===== config.mk =====
export PLATFORM = sky130hd
export DESIGN_NAME = atc_tone_ctrl_regs
export DESIGN_NICKNAME = d
export VERILOG_FILES = /design/src/atc_pkg.sv /design/src/atc_shift8.sv /design/src/atc_tone_ctrl_regs.sv
export SDC_FILE = /design/constraint.sdc
export NUM_CORES = 1
export LEC_CHECK = 0
export ABC_AREA = 0
export BUFFER_PORTS_ARGS = -buffer_cell sky130_fd_sc_hd__buf_2
export CAP_MARGIN = 20
export CORE_MARGIN = 1
export CORE_UTILIZATION = 56
export DETAILED_ROUTE_END_ITERATION = 8
export PLACE_DENSITY = 0.9
export RECOVER_POWER = 25
export SYNTH_ARGS = -nofsm -noshare
export SYNTH_HDL_FRONTEND = slang
export SYNTH_SLANG_ARGS = --single-unit

===== constraint.sdc =====
create_clock -name clk -period 2.8 [get_ports clk]
set_clock_uncertainty 0.1 [all_clocks]
set_input_delay 0.56 -clock clk [delete_from_list [all_inputs] [get_ports clk]]
set_output_delay 0.56 -clock clk [all_outputs]
set_load 0.05 [all_outputs]

===== src/atc_pkg.sv =====
// Purpose: shared constants for the audio path and tone control bank
// Assumes: 8-bit registers reached over the serial control port
// Notes:   instruction byte = power, 4-bit address, read, second byte

package atc_pkg;

    // register addresses carried in the instruction byte
    localparam logic [3:0] ADDR_PATH  = 4'h4;
    localparam logic [3:0] ADDR_GAIN  = 4'h5;
    localparam logic [3:0] ADDR_ATTEN = 4'h6;
    localparam logic [3:0] ADDR_TONE  = 4'h7;
    localparam logic [3:0] ADDR_FREQ1 = 4'h8;
    localparam logic [3:0] ADDR_FREQ2 = 4'h9;

    // instruction byte field positions
    localparam int INS_POWER_BIT  = 7;
    localparam int INS_ADDR_MSB   = 6;
    localparam int INS_ADDR_LSB   = 3;
    localparam int INS_READ_BIT   = 2;
    localparam int INS_SECOND_BIT = 1;

    // path register field positions
    localparam int PATH_TX_HI_BIT  = 7;
    localparam int PATH_TX_LO_BIT  = 6;
    localparam int PATH_SIDE_BIT   = 5;
    localparam int PATH_RX_HI_BIT  = 4;
    localparam int PATH_RX_LO_BIT  = 3;
    localparam int PATH_RING_BIT   = 2;
    localparam int PATH_HPF_BIT    = 1;
    localparam int PATH_RXSIG_BIT  = 0;

    // tone control field positions
    localparam int TONE_FIRST_BIT  = 3;
    localparam int TONE_SECOND_BIT = 2;
    localparam int TONE_SINE_BIT   = 1;
    localparam int TONE_TX_BIT     = 0;

    // forbidden receive route code
    localparam logic [1:0] ROUTE_FORBIDDEN = 2'h3;

    // reset values and the value read back from unmapped addresses
    localparam logic [7:0] REG_RST        = 8'h00;
    localparam logic       POWER_DOWN_RST = 1'b1;
    localparam logic [7:0] UNMAPPED_READ  = 8'h00;

    // serial framing
    localparam logic [3:0] LAST_BIT = 4'h7;

    // serial sequencer states
    typedef enum logic [1:0] {
        ATC_INSTR   = 2'b00,
        ATC_DATA_WR = 2'b01,
        ATC_DATA_RD = 2'b10,
        ATC_DONE    = 2'b11
    } atc_state_e;

endpackage


===== src/atc_shift8.sv =====
// Purpose: 8-bit shift register for the serial control port
// Assumes: load has priority over shift
// Notes:   shifts msb first, new bit enters at bit 0

`timescale 1ns/100ps
`default_nettype none

module atc_shift8
(
    // clock and reset
    input  wire logic       clk,
    input  wire logic       rst_b,
    // control
    input  wire logic       load,
    input  wire logic [7:0] load_val,
    input  wire logic       shift,
    input  wire logic       ser_in,
    // contents
    output logic      [7:0] q
);

    logic [7:0] next_q;

    // parallel load for read-back, serial shift otherwise
    always_comb
    begin
        next_q = q;
        if (load)
        begin
            next_q = load_val;
        end
        else if (shift)
        begin
            next_q = {q[6:0], ser_in};
        end
    end

    // register the contents
    always_ff @(posedge clk)
    begin
        if (!rst_b)
        begin
            q <= atc_pkg::REG_RST;
        end
        else
        begin
            q <= next_q;
        end
    end

endmodule

`default_nettype wire


===== src/atc_tone_ctrl_regs.sv =====
// Purpose: audio path and tone generator control bank, serial port
// Assumes: sclk, cs_b and ci are synchronous to clk, sclk well below it
// Notes:   data in sampled on sclk rise, data out changes on sclk fall
//
// Behaviour
// - path bits 7:6 pick transmit input: mute or one of three mics.
// - path bit 5 enables internal sidetone; resets disabled.
// - path bits 4:3 route receive output; code 11 never used; reset mute.
// - path bit 2 lets ring or tone onto the receive output; resets blocked.
// - path bit 1 set bypasses the receive high-pass filter; resets active.
// - path bit 0 passes decoded receive signal to the selected output.
// - gain upper nibble sets transmit gain, 1.5 dB per code, reset 0 dB.
// - gain lower nibble sets sidetone gain, -12.5 dB down 1 dB per code.
// - attenuation upper nibble sets earpiece gain, -2 dB per code.
// - attenuation lower nibble sets auxiliary gain, -2 dB per code.
// - tone upper nibble sets tone attenuation, 3 dB steps, reset 0 dB.
// - tone bits 3:2 choose first, second, both or no frequencies.
// - tone bit 1 selects sine when set, square when clear.
// - tone bit 0 injects the tone generator into the transmit path.
// - first frequency register holds an unsigned 8-bit word, msb bit 7.
// - second frequency register holds an unsigned 8-bit word, msb bit 7.
// - bit 7 of instruction and data bytes is shifted first.
// - instruction bit 2 selects read-back instead of write.
// - every instruction carries a power bit; one powers down, zero up.

`timescale 1ns/100ps
`default_nettype none

module atc_tone_ctrl_regs
(
    // clock and reset
    input  wire logic       clk,
    input  wire logic       rst_b,
    // serial control port
    input  wire logic       sclk,
    input  wire logic       cs_b,
    input  wire logic       ci,
    output logic            co,
    output logic            co_oe_b,
    // power control
    output logic            power_down,
    // audio path selection
    output logic            tx_input_sel_hi,
    output logic            tx_input_sel_lo,
    output logic            sidetone_on,
    output logic            rx_out_sel_hi,
    output logic            rx_out_sel_lo,
    output logic            ring_to_output_on,
    output logic            rx_highpass_bypass,
    output logic            rx_signal_to_output_on,
    // amplifier gains
    output logic      [3:0] tx_amp_gain,
    output logic      [3:0] sidetone_gain,
    output logic      [3:0] earpiece_gain,
    output logic      [3:0] aux_amp_gain,
    // tone generator
    output logic      [3:0] tone_atten,
    output logic            first_freq_select,
    output logic            second_freq_select,
    output logic            sine_select,
    output logic            tone_into_tx,
    output logic      [7:0] first_freq_word,
    output logic      [7:0] second_freq_word
);

    // sequencer state
    atc_pkg::atc_state_e state;
    atc_pkg::atc_state_e next_state;
    logic [3:0]          bit_cnt;
    logic [3:0]          next_bit_cnt;
    logic [3:0]          addr_q;
    logic [3:0]          next_addr_q;
    logic                sclk_q;
    logic                next_co;
    logic                next_co_oe_b;
    logic                next_power_down;

    // register bank
    logic [7:0] audio_path_select;
    logic [7:0] tx_and_sidetone_gain;
    logic [7:0] output_amp_attenuation;
    logic [7:0] tone_generator_control;
    logic [7:0] tone_freq_one;
    logic [7:0] tone_freq_two;
    logic [7:0] next_path;
    logic [7:0] next_gain;
    logic [7:0] next_atten;
    logic [7:0] next_tone;
    logic [7:0] next_freq1;
    logic [7:0] next_freq2;

    // shifter control and decoded events
    logic       sclk_rise;
    logic       sclk_fall;
    logic [7:0] shift_q;
    logic [7:0] rx_byte;
    logic [3:0] rd_addr;
    logic [7:0] read_val;
    logic       sh_load;
    logic       sh_shift;
    logic       instr_done;
    logic       rd_load;
    logic       wr_commit;

    // sclk edges; inputs are already in the clk domain
    assign sclk_rise = sclk & ~sclk_q;
    assign sclk_fall = ~sclk & sclk_q;

    // byte as it stands once the current rising edge is taken in
    assign rx_byte = {shift_q[6:0], ci};
    assign rd_addr = rx_byte[atc_pkg::INS_ADDR_MSB:atc_pkg::INS_ADDR_LSB];

    // read-back source; addresses outside the bank read as zero
    always_comb
    begin
        case (rd_addr)
            atc_pkg::ADDR_PATH:  read_val = audio_path_select;
            atc_pkg::ADDR_GAIN:  read_val = tx_and_sidetone_gain;
            atc_pkg::ADDR_ATTEN: read_val = output_amp_attenuation;
            atc_pkg::ADDR_TONE:  read_val = tone_generator_control;
            atc_pkg::ADDR_FREQ1: read_val = tone_freq_one;
            atc_pkg::ADDR_FREQ2: read_val = tone_freq_two;
            default:             read_val = atc_pkg::UNMAPPED_READ;
        endcase
    end

    // one shift register serves both directions of the port
    atc_shift8 u_shift
    (
        .clk      (clk),
        .rst_b    (rst_b),
        .load     (sh_load),
        .load_val (read_val),
        .shift    (sh_shift),
        .ser_in   (ci),
        .q        (shift_q)
    );

    // serial sequencer: instruction byte, optional data byte
    always_comb
    begin
        next_state      = state;
        next_bit_cnt    = bit_cnt;
        next_addr_q     = addr_q;
        next_co         = co;
        next_co_oe_b    = co_oe_b;
        next_power_down = power_down;
        sh_load         = 1'b0;
        sh_shift        = 1'b0;
        instr_done      = 1'b0;
        rd_load         = 1'b0;
        wr_commit       = 1'b0;
        if (cs_b)
        begin
            // deselect aborts any partial frame and frees the data pin
            next_state   = atc_pkg::ATC_INSTR;
            next_bit_cnt = 4'h0;
            next_co_oe_b = 1'b1;
        end
        else
        begin
            case (state)
                atc_pkg::ATC_INSTR:
                begin
                    if (sclk_rise)
                    begin
                        sh_shift     = 1'b1;
                        next_bit_cnt = bit_cnt + 4'h1;
                        if (bit_cnt == atc_pkg::LAST_BIT)
                        begin
                            instr_done      = 1'b1;
                            next_bit_cnt    = 4'h0;
                            next_addr_q     = rd_addr;
                            next_power_down =
                                rx_byte[atc_pkg::INS_POWER_BIT];
                            if (!rx_byte[atc_pkg::INS_SECOND_BIT])
                            begin
                                next_state = atc_pkg::ATC_DONE;
                            end
                            else if (rx_byte[atc_pkg::INS_READ_BIT])
                            begin
                                // load replaces the shift this edge
                                sh_shift   = 1'b0;
                                sh_load    = 1'b1;
                                rd_load    = 1'b1;
                                next_state = atc_pkg::ATC_DATA_RD;
                            end
                            else
                            begin
                                next_state = atc_pkg::ATC_DATA_WR;
                            end
                        end
                    end
                end
                atc_pkg::ATC_DATA_WR:
                begin
                    if (sclk_rise)
                    begin
                        sh_shift     = 1'b1;
                        next_bit_cnt = bit_cnt + 4'h1;
                        if (bit_cnt == atc_pkg::LAST_BIT)
                        begin
                            wr_commit  = 1'b1;
                            next_state = atc_pkg::ATC_DONE;
                        end
                    end
                end
                atc_pkg::ATC_DATA_RD:
                begin
                    // drive on the fall so the host samples a settled bit
                    if (sclk_fall)
                    begin
                        next_co      = shift_q[7];
                        next_co_oe_b = 1'b0;
                        sh_shift     = 1'b1;
                    end
                    if (sclk_rise)
                    begin
                        next_bit_cnt = bit_cnt + 4'h1;
                        if (bit_cnt == atc_pkg::LAST_BIT)
                        begin
                            next_state = atc_pkg::ATC_DONE;
                        end
                    end
                end
                atc_pkg::ATC_DONE:
                begin
                    // extra clocks are ignored until deselect
                    next_bit_cnt = 4'h0;
                end
                default:
                begin
                    next_state = atc_pkg::ATC_INSTR;
                end
            endcase
        end
    end

    // sequencer registers
    always_ff @(posedge clk)
    begin
        if (!rst_b)
        begin
            state      <= atc_pkg::ATC_INSTR;
            bit_cnt    <= 4'h0;
            addr_q     <= 4'h0;
            sclk_q     <= 1'b0;
            co         <= 1'b0;
            co_oe_b    <= 1'b1;
            power_down <= atc_pkg::POWER_DOWN_RST;
        end
        else
        begin
            state      <= next_state;
            bit_cnt    <= next_bit_cnt;
            addr_q     <= next_addr_q;
            sclk_q     <= sclk;
            co         <= next_co;
            co_oe_b    <= next_co_oe_b;
            power_down <= next_power_down;
        end
    end

    // register bank writes, decoded by the latched address
    always_comb
    begin
        next_path  = audio_path_select;
        next_gain  = tx_and_sidetone_gain;
        next_atten = output_amp_attenuation;
        next_tone  = tone_generator_control;
        next_freq1 = tone_freq_one;
        next_freq2 = tone_freq_two;
        if (wr_commit)
        begin
            case (addr_q)
                atc_pkg::ADDR_PATH:
                begin
                    next_path = rx_byte;
                    // a forbidden route keeps the previous routing
                    if (rx_byte[atc_pkg::PATH_RX_HI_BIT:
                                atc_pkg::PATH_RX_LO_BIT]
                        == atc_pkg::ROUTE_FORBIDDEN)
                    begin
                        next_path[atc_pkg::PATH_RX_HI_BIT:
                                  atc_pkg::PATH_RX_LO_BIT] =
                            audio_path_select[atc_pkg::PATH_RX_HI_BIT:
                                              atc_pkg::PATH_RX_LO_BIT];
                    end
                end
                atc_pkg::ADDR_GAIN:  next_gain  = rx_byte;
                atc_pkg::ADDR_ATTEN: next_atten = rx_byte;
                atc_pkg::ADDR_TONE:  next_tone  = rx_byte;
                atc_pkg::ADDR_FREQ1: next_freq1 = rx_byte;
                atc_pkg::ADDR_FREQ2: next_freq2 = rx_byte;
                default:             next_path  = audio_path_select;
            endcase
        end
    end

    // register bank flops, all clear at reset
    always_ff @(posedge clk)
    begin
        if (!rst_b)
        begin
            audio_path_select      <= atc_pkg::REG_RST;
            tx_and_sidetone_gain   <= atc_pkg::REG_RST;
            output_amp_attenuation <= atc_pkg::REG_RST;
            tone_generator_control <= atc_pkg::REG_RST;
            tone_freq_one          <= atc_pkg::REG_RST;
            tone_freq_two          <= atc_pkg::REG_RST;
        end
        else
        begin
            audio_path_select      <= next_path;
            tx_and_sidetone_gain   <= next_gain;
            output_amp_attenuation <= next_atten;
            tone_generator_control <= next_tone;
            tone_freq_one          <= next_freq1;
            tone_freq_two          <= next_freq2;
        end
    end

    // path fields; analog blocks decode the codes themselves
    assign tx_input_sel_hi =
        audio_path_select[atc_pkg::PATH_TX_HI_BIT];
    assign tx_input_sel_lo =
        audio_path_select[atc_pkg::PATH_TX_LO_BIT];
    assign sidetone_on =
        audio_path_select[atc_pkg::PATH_SIDE_BIT];
    assign rx_out_sel_hi =
        audio_path_select[atc_pkg::PATH_RX_HI_BIT];
    assign rx_out_sel_lo =
        audio_path_select[atc_pkg::PATH_RX_LO_BIT];
    assign ring_to_output_on =
        audio_path_select[atc_pkg::PATH_RING_BIT];
    assign rx_highpass_bypass =
        audio_path_select[atc_pkg::PATH_HPF_BIT];
    assign rx_signal_to_output_on =
        audio_path_select[atc_pkg::PATH_RXSIG_BIT];

    // gain and attenuation nibbles, codes passed through unchanged
    assign tx_amp_gain   = tx_and_sidetone_gain[7:4];
    assign sidetone_gain = tx_and_sidetone_gain[3:0];
    assign earpiece_gain = output_amp_attenuation[7:4];
    assign aux_amp_gain  = output_amp_attenuation[3:0];

    // tone generator fields; codes above the defined range pass as written
    assign tone_atten = tone_generator_control[7:4];
    assign first_freq_select =
        tone_generator_control[atc_pkg::TONE_FIRST_BIT];
    assign second_freq_select =
        tone_generator_control[atc_pkg::TONE_SECOND_BIT];
    assign sine_select =
        tone_generator_control[atc_pkg::TONE_SINE_BIT];
    assign tone_into_tx =
        tone_generator_control[atc_pkg::TONE_TX_BIT];
    assign first_freq_word  = tone_freq_one;
    assign second_freq_word = tone_freq_two;
endmodule

`default_nettype wire


# Word level (Yosys, flattened, before mapping)
# Cells that the tools add are included.
# word_totals
register_bits	70
latch_bits	0
mem_bits_rw	0
mem_bits_ro	0
input_bits	5
out_inout_bits	51
wordCells	93
n_memories	0
# op_classes
add_sub_neg	1
n_mul	0
n_div	0
magnitude_cmp	0
n_eq_ne	21
shift	0
muxes	32
bitwise_logic	7
n_reduce_logical	17
# op_table
operator	n
8-bit case mux with 6 select lines	1
4-bit by 3-bit == test with 1-bit output (second input constant)	9
1-bit 2-to-1 mux	17
4-bit == test (second input constant)	4
8-bit 2-to-1 mux	2
2-bit AND reduction	8
2-bit 2-to-1 mux	6
4-bit 2-to-1 mux	3
4-bit case mux with 3 select lines	1
2-bit == test (second input constant)	3
3-bit AND reduction	2
1-bit inverter	5
5-bit AND reduction	1
4-bit by 1-bit adder with 4-bit output (second input constant)	1
2-bit by 1-bit != test with 1-bit output (second input constant)	2
2-bit != test (second input constant)	2
2-bit case mux with 2 select lines	1
4-bit AND reduction	1
2-bit nonzero test	2
2-bit OR reduction	2
1-bit case mux with 3 select lines	1
1-bit AND	2
2-bit by 1-bit == test with 1-bit output (second input constant)	1
2-bit logical NOT	1

# Depth between registers and ports, before layout
# Gate-level depths: netlist of run 1.
# logic_depth
depth_word	8
ltp_mapped	9
ltp_nobuf	7

# Cells and area by module
# A second synthesis of run 1 with hierarchy kept.
# hier_totals
cells_unflattened	366
area_unflattened_um2	3253.1
# modules_own_cells
module	instances	cells_per_inst	area_each_um2	seq_area_each_um2
atc_tone_ctrl_regs	1	331	2812.7	1241.2
atc_shift8	1	35	440.4	160.2

# Least setup slack after synthesis of run 1
# Ideal clock, no wire load.
# synth_timing
path_type	input to register
start	input port cs_b
end	register u_shift.q[1]
arrival_ns	2.092
required_time_ns	2.642
slack_ns	0.550
path_stages	7
path_buffers	2
path_cell_list	or3b_1 buf_6 or4_4 buf_6 nor2_8 a21boi_2 o221a_2
# synth_between
elab_chain_cells	2
word_cells_on_any_way	4
cone_classes	mux: 3; reduce/logical: 1
# synth_rtl
item	line	source
from (decl)	atc_tone_ctrl_regs.sv:36	input wire logic cs_b,
1-bit 2-to-1 mux	atc_tone_ctrl_regs.sv:153	if (cs_b)
8-bit 2-to-1 mux or 2-bit nonzero test (tied branches)	--	
to (signal assigned)	atc_shift8.sv:43	q <= atc_pkg::REG_RST;
to (signal assigned)	atc_shift8.sv:47	q <= next_q;
to (decl)	atc_shift8.sv:19	output logic [7:0] q
# Parallel ways exist; a longest one is shown, timed or not.
# A chain may end at the register's enable or synchronous reset.

# Worst setup path in the final report of run 1
# layout_timing
start	register bit_cnt[0]
end	register u_shift.q[5]
# layout_between
elab_chain_cells	6
word_cells_on_any_way	11
cone_classes	eq/ne: 1; mux: 9; reduce/logical: 1
# layout_rtl
item	line	source
from (decl)	atc_tone_ctrl_regs.sv:69	logic [3:0] bit_cnt;
from (signal assigned)	atc_tone_ctrl_regs.sv:255	bit_cnt <= next_bit_cnt;
4-bit by 3-bit == test with 1-bit output (*)	atc_tone_ctrl_regs.sv:169	if (bit_cnt == atc_pkg::LAST_BIT)
1-bit 2-to-1 mux	atc_tone_ctrl_regs.sv:169	
1-bit 2-to-1 mux	atc_tone_ctrl_regs.sv:165	if (sclk_rise)
1-bit case mux with 3 select lines or 1-bit 2-to-1 mux (tied branches)	atc_tone_ctrl_regs.sv:162	case (state)
1-bit 2-to-1 mux	atc_tone_ctrl_regs.sv:153	
2-bit nonzero test (no line) or 8-bit 2-to-1 mux (tied branches)	--	
# Every way passes the cells marked *; elsewhere a longest branch is shown, timed or not.

==> impl_metrics.toml, run 1 <==
[yosys]
gate_count_after_technology_mapping = 369
synthesized_netlist_net_count = 379
syn-mean-instance-area_sq_um = 9.37
synth_edf_count = 0
synth_cell_types = 55
seq_area_frac_synth_pct = 40.5
synthArstFlopShare_pct = 0
yosys_register_bits = 70
synth_warnings = 0
netlist_area_sq_mm = 0.00346
synth_ff_type = "dfxtp_1"

[timing]
max_slew.worst_pin.slew_ns = 0.724
layout_min_cycle_time_ns = 2.51
rsz0062_at_grt = "no"
final_critical_path_share_of_the_clock_period_pct = 89.5
timing_max_transition_violations_final = 0
fin_ws_ns = 0.293
final_hold_viol_count = 0
slew_headroom_pct = 51.3
setup_total_negative_slack_ns = 0
max_freq_ghz = 0.399
finalSetupViolCount = 0

[worst_hold_path]
min_path_type = "reg -> reg"
timing.hold.worst.start = "co_oe_b"
hold_path_end = "co_oe_b"
holdPathStages = 1

[placement]
finalWeightedCongestion = 0.902
buffer_ports.inserted = 55
dp_hpwl_mm = 6.23
pre_cts_ws_ns = 0.190
place.detailed.instances = 485

[cts]
worst_skew_pair.late_latency_ns = 0.35
postCtsResizedCells = 0
cts-root-buf = "clkbuf_8"
clk_transition_reported_paths_ns = 0.07
cts_inserted_buffers = 9
post_cts_buffers = 0
cts_tree = "yes"
max-clock-path-buffers = 2
cts-htree-levels = 3
cts.hold.buffers_added = 0
clkSinkCount = 70

[outcome]
status = "complete, no violations"

[setup_path]
rr_endpoint = "u_shift.q[5]"
worst_setup_path_end_kind = "flip-flop"
critPathKind = "reg -> reg"
startpoint_type = "flip-flop"
regToRegStartpoint = "bit_cnt[0]"
cp_data_required_time_ns = 2.93
path_depth_of_the_worst_reg2reg_path = 6
path_max_fanout = 8
r2r_slack_ns = 0.29
cp_data_arrival_time_ns = 2.63

[grt]
groute.usage.overall_pct = 29.2
first_global_vias = 2867
globalRouteOverflowTotal = 0
wire_length_of_the_first_global_routing_pass_mm = 14.2
pin_count_of_the_biggest_net_entering_global_routing = 33
antenna_found_initial = 0

[pwr]
ir_worst_vdd_mv = 0.376
totalPowerFinal_mw = 1.86
power.density_cell_area_mw_per_mm2 = 474
leakagePower_nw = 1.56

[flow_run]
max_cap_violations = 0

[floorplan]
core_area_sq_mm = 0.00596
row_count = 28
design.die.area_sq_mm = 0.00649
ioPinCount = 56
die_x_um = 80.6
die_height_um = 80.6
initial_utilization_pct = 58.1

[cells_and_area]
drive_gt1_share_pct = 18.6
final_cell_count_no_fill = 500
antennaDiodeCount = 0
fill_cells = 482
area_growth_syn_to_layout_pct = 13.3
num-nets-final = 431

[route]
detailroute.via_count = 3113
total_drc_errors_in_the_routed_layout = 0
post_drt_via_cell_ratio = 6.23
drt_iter0_drc = 401
antenna_left = 0
postRouteWirelength_mm = 9.07
drt_pass_1_iters = 7
wire_per_inst_um = 18.1
routing by layer:
metal	GRT usage (%)	share of wire, %	vias to the layer above
met1	38.2	41	1472
li1	-	-	1429
met3	6.48	8.9	28
met5	0	0	-
met2	45.5	48	184
met4	13.6	2.3	0
cells in the final DEF, fill, tap and decap left out, drive strengths merged, types with 3 or more instances in the layout:
| cell type | count |
|---|---|
| a21boi | 17 |
| a21oi | 9 |
| a221oi | 4 |
| a222oi | 4 |
| a32oi | 7 |
| buf | 43 |
| clkbuf | 36 |
| clkinvlp | 4 |
| dfxtp | 70 |
| ha | 5 |
| inv | 8 |
| mux2 | 6 |
| mux2i | 36 |
| nand2 | 26 |
| nand2b | 3 |
| nand3 | 23 |
| nor2 | 21 |
| nor2b | 40 |
| nor3 | 3 |
| nor3b | 4 |
| nor4 | 4 |
| o21ai | 12 |
| o221a | 4 |
worst max path at each step:
stage,from,slack (ns),depth (start not counted),endpoint
floorplan,cs_b,0.55,7,u_shift.q[1]
global placement,cs_b,0.32,6,u_shift.q[7]
detailed placement,cs_b,0.19,6,u_shift.q[6]
CTS,bit_cnt[0],0.36,6,u_shift.q[5]
global route,bit_cnt[0],0.18,6,u_shift.q[7]
finish,bit_cnt[0],0.29,6,u_shift.q[5]
Yosys cell counts (3+ instances only):
library cell	n	area share (%)
mux2i_1	36	10
a21oi_1	9	1.3
buf_2	4	0.58
clkbuf_1	18	2.0
a21boi_0	15	3.3
buf_6	4	1.3
inv_1	8	0.87
dfxtp_1	70	41
mux2_2	6	2.0
a32oi_1	7	1.8
ha_1	5	1.8
o21ai_0	12	1.7
nor2_1	20	2.2
nor2b_1	40	7.2
nand2_1	26	2.8
nand3_1	23	3.3
a222oi_1	4	1.2
nand2b_1	3	0.54
o221a_2	4	1.3
nor3b_1	4	0.87
nor3_1	3	0.43
a221oi_1	4	1.0
where the power goes:
part / internal [mW] / leakage [nW] / total, mW / switching (mW)
sequential: 1.00 / 0.565 / 1.03 / 0.0225
clock: 0.312 / 0.0731 / 0.706 / 0.394
combinational: 0.0460 / 0.925 / 0.122 / 0.0764
state kept, by name, summed over array words and instances (netlist names):
signal	count
bit_cnt	4
tx_and_sidetone_gain	8
co	1
output_amp_attenuation	8
power_down	1
second_freq_word	8
state	2
first_freq_word	8
tone_generator_control	8
addr_q	4
audio_path_select	8
co_oe_b	1
sclk_q	1
u_shift.q	8
critical path, stage by stage, from the launching register on:
cell	delay, ns
dfxtp_1	0.38
ha_1	0.20
nand3b_1	0.32
nor4_1	0.75
nor3_1	0.24
a221oi_1	0.30
nor2_1	0.10
metrics by stage:
| stage | area (sq um) | hold slack, ns | util (%) |
|---|---|---|---|
| after floorplan | 3460 | 0.338 | - |
| after global placement | 3790 | 0.344 | 63.6 |
| after detailed placement | 3790 | 0.356 | 63.6 |
| after CTS | 3950 | 0.364 | 66.4 |
| after global routing | 3920 | 0.382 | 65.8 |
| final | 3920 | 0.367 | 65.8 |
kinds of logic after synthesis:
group / count (synthesis) / synth area share (%)
simple gates: 142 / 23.9
compound gates: 72 / 15.9
flops: 70 / 40.5
mux: 42 / 12.4
buf+inv: 37 / 5.25
fa+ha+maj: 5 / 1.81
xor+xnor: 1 / 0.253
layout make-up:
type                    count  area (sq um)  share of cell area [%]
clock inverters             6          40.0                    1.02
clock buffers               9           124                    3.16
flip-flops and latches     70          1400                    35.8
inverters                   8          30.0                   0.766
well taps                  75          93.8                    2.39
multi-input cells         262          1880                    47.9
repair buffers             70           354                    9.04
No activity file was read; power rests on OpenSTA's default activity.
==> inputs of run 2 (changes only) <==
Settings changed: CORE_UTILIZATION 56 to 61, PLACE_DENSITY 0.9 to 0.95.
Clock period 2.8 ns to 3.2 ns, I/O delays scaled along.
==> run 2 against run 1 <==
First-iteration DRC count shrank 12%; clock power up 5.1%; routed wire length fell by 3.4%; sequential share of layout area rose by 0.057 points; power down 6.2%; via count fell by 1.8%; clock-buffer cell count grew 1; core utilization up 5.7 points; largest power group unchanged.
==> impl_metrics.toml, run 2 (synthesized netlist as in run 1, its figures left out) <==
[flow_run]
max_cap_violations = 0

[cells_and_area]
antennaDiodeCount = 0
layout_common_cells = "70 x dfxtp_1, 40 x nor2b_1, 36 x mux2i_1"
final_cell_count_no_fill = 492
area_growth_syn_to_layout_pct = 13.1
post-route-cell-area_sq_mm = 0.00391
num-nets-final = 425
drive_gt1_share_pct = 17.6
final_common_cell = "dfxtp_1"

[route]
total_drc_errors_in_the_routed_layout = 0
wire_per_inst_um = 17.8
drt_pass_1_iters = 5
antenna_left = 0
drt_iter0_drc = 354
post_drt_via_cell_ratio = 6.22
detailroute.via_count = 3058
postRouteWirelength_mm = 8.77

[placement]
buffer_ports.inserted = 55
pre_cts_ws_ns = 0.478
dp_hpwl_mm = 5.95
finalWeightedCongestion = 0.904
post_dp_cell_area_sq_mm = 0.00374
place.detailed.instances = 476

[worst_hold_path]
min_path_type = "reg -> reg"
holdPathStages = 1
timing.hold.worst.start = "co_oe_b"
hold_path_end = "co_oe_b"

[timing]
rsz0062_at_grt = "no"
layout_min_cycle_time_ns = 2.49
fin_ws_ns = 0.711
timing_max_transition_violations_final = 0
setup_total_negative_slack_ns = 0
final_hold_viol_count = 0
slew_headroom_pct = 3.88
max_slew.worst_pin.slew_ns = 1.44
final_critical_path_share_of_the_clock_period_pct = 77.8
finalSetupViolCount = 0
max_freq_ghz = 0.402

[grt]
first_global_vias = 2846
pin_count_of_the_biggest_net_entering_global_routing = 44
globalRouteOverflowTotal = 0
groute.usage.overall_pct = 30.9
wire_length_of_the_first_global_routing_pass_mm = 14.2
antenna_found_initial = 0

[cts]
clk_transition_reported_paths_ns = 0.08
cts-root-buf = "clkbuf_8"
worst_skew_pair.late_latency_ns = 0.36
max-clock-path-buffers = 2
cts_tree = "yes"
cts_inserted_buffers = 9
post_cts_buffers = 0
postCtsResizedCells = 0
cts-htree-levels = 3
cts.hold.buffers_added = 0
clkSinkCount = 70

[setup_path]
critPathKind = "reg -> reg"
critPathBufInv = 1
worst_setup_path_end_kind = "flip-flop"
rr_endpoint = "output_amp_attenuation[5]"
crit_path_max_incr_delay_ns = 0.63
cp_cell_sequence = "ha_1 -> nand3b_1 -> nor4_4 -> nor2b_1 -> buf_4 -> mux2i_1 -> nor2b_1"
cp_data_arrival_time_ns = 2.64
startpoint_type = "flip-flop"
timing.critical_path.max_delay_family = "simple AND/OR/NAND/NOR gates"
path_depth_of_the_worst_reg2reg_path = 7
r2r_slack_ns = 0.71
regToRegStartpoint = "bit_cnt[0]"
path_max_fanout = 8
critical_path.slowest_cell = "nor4_4"
cp_data_required_time_ns = 3.35
critPathMostFrequentCell = "nor2b_1"

[pwr]
leakagePower_nw = 1.56
ir_worst_vdd_mv = 0.349
totalPowerFinal_mw = 1.74
power.density_cell_area_mw_per_mm2 = 445

[floorplan]
initial_utilization_pct = 63.2
row_count = 27
design.die.area_sq_mm = 0.00597
die_x_um = 77.3
core_area_sq_mm = 0.00547
die_height_um = 77.3
ioPinCount = 56

[outcome]
status = "complete, no violations"
[run 2: cell types whose count changed in the layout (fill, tap and decap cells not counted), sizes merged]
cell / previous run / this run
buf: 43 / 37
bufinv: 0 / 1
clkbuf: 36 / 37
clkinv: 2 / 3
clkinvlp: 4 / 1
inv: 8 / 9
[run 2: how the worst max path moves through the flow]
stage / start / endpoint / slack (ns) / cells past startpoint
final: bit_cnt[0] / output_amp_attenuation[5] / 0.71 / 7
after global placement: cs_b / tone_generator_control[0] / 0.57 / 6
after global routing: bit_cnt[0] / output_amp_attenuation[1] / 0.56 / 7
after floorplan: cs_b / u_shift.q[1] / 0.87 / 7
after detailed placement: cs_b / first_freq_word[0] / 0.48 / 6
after CTS: bit_cnt[0] / output_amp_attenuation[5] / 0.78 / 7
[run 2: area by class of cell]
type | instances | area, sq um
tap | 72 | 90.1
clock inverter | 6 | 68.8
multi-input combinational | 262 | 1880
timing repair buffer | 64 | 309
fill | 421 | 1560
inverter | 8 | 30.0
clock buffer | 10 | 138
sequential | 70 | 1400
[run 2: metal layers]
metal | global-route usage [%] | part of all wire [%] | routed length [um]
met4 | 16.0 | 2.6 | 224
met1 | 40.0 | 42 | 3670
met2 | 47.8 | 46 | 4070
met3 | 6.90 | 9.1 | 802
met5 | 0 | 0 | 0
[run 2: power by group]
group	switching [mW]	internal (mW)	leakage (nW)	total (mW)
Combinational	0.0574	0.0381	0.893	0.0955
Sequential	0.0242	0.879	0.565	0.903
Clock	0.357	0.385	0.103	0.742
Total	0.439	1.30	1.56	1.74
[run 2: through the flow]
stage / util [%] / hold WS [ns]
global route: 71.5 / 0.400
CTS: 72.1 / 0.365
floorplan: - / 0.338
finish: 71.5 / 0.368
detailed placement: 68.3 / 0.348
global placement: 68.3 / 0.330
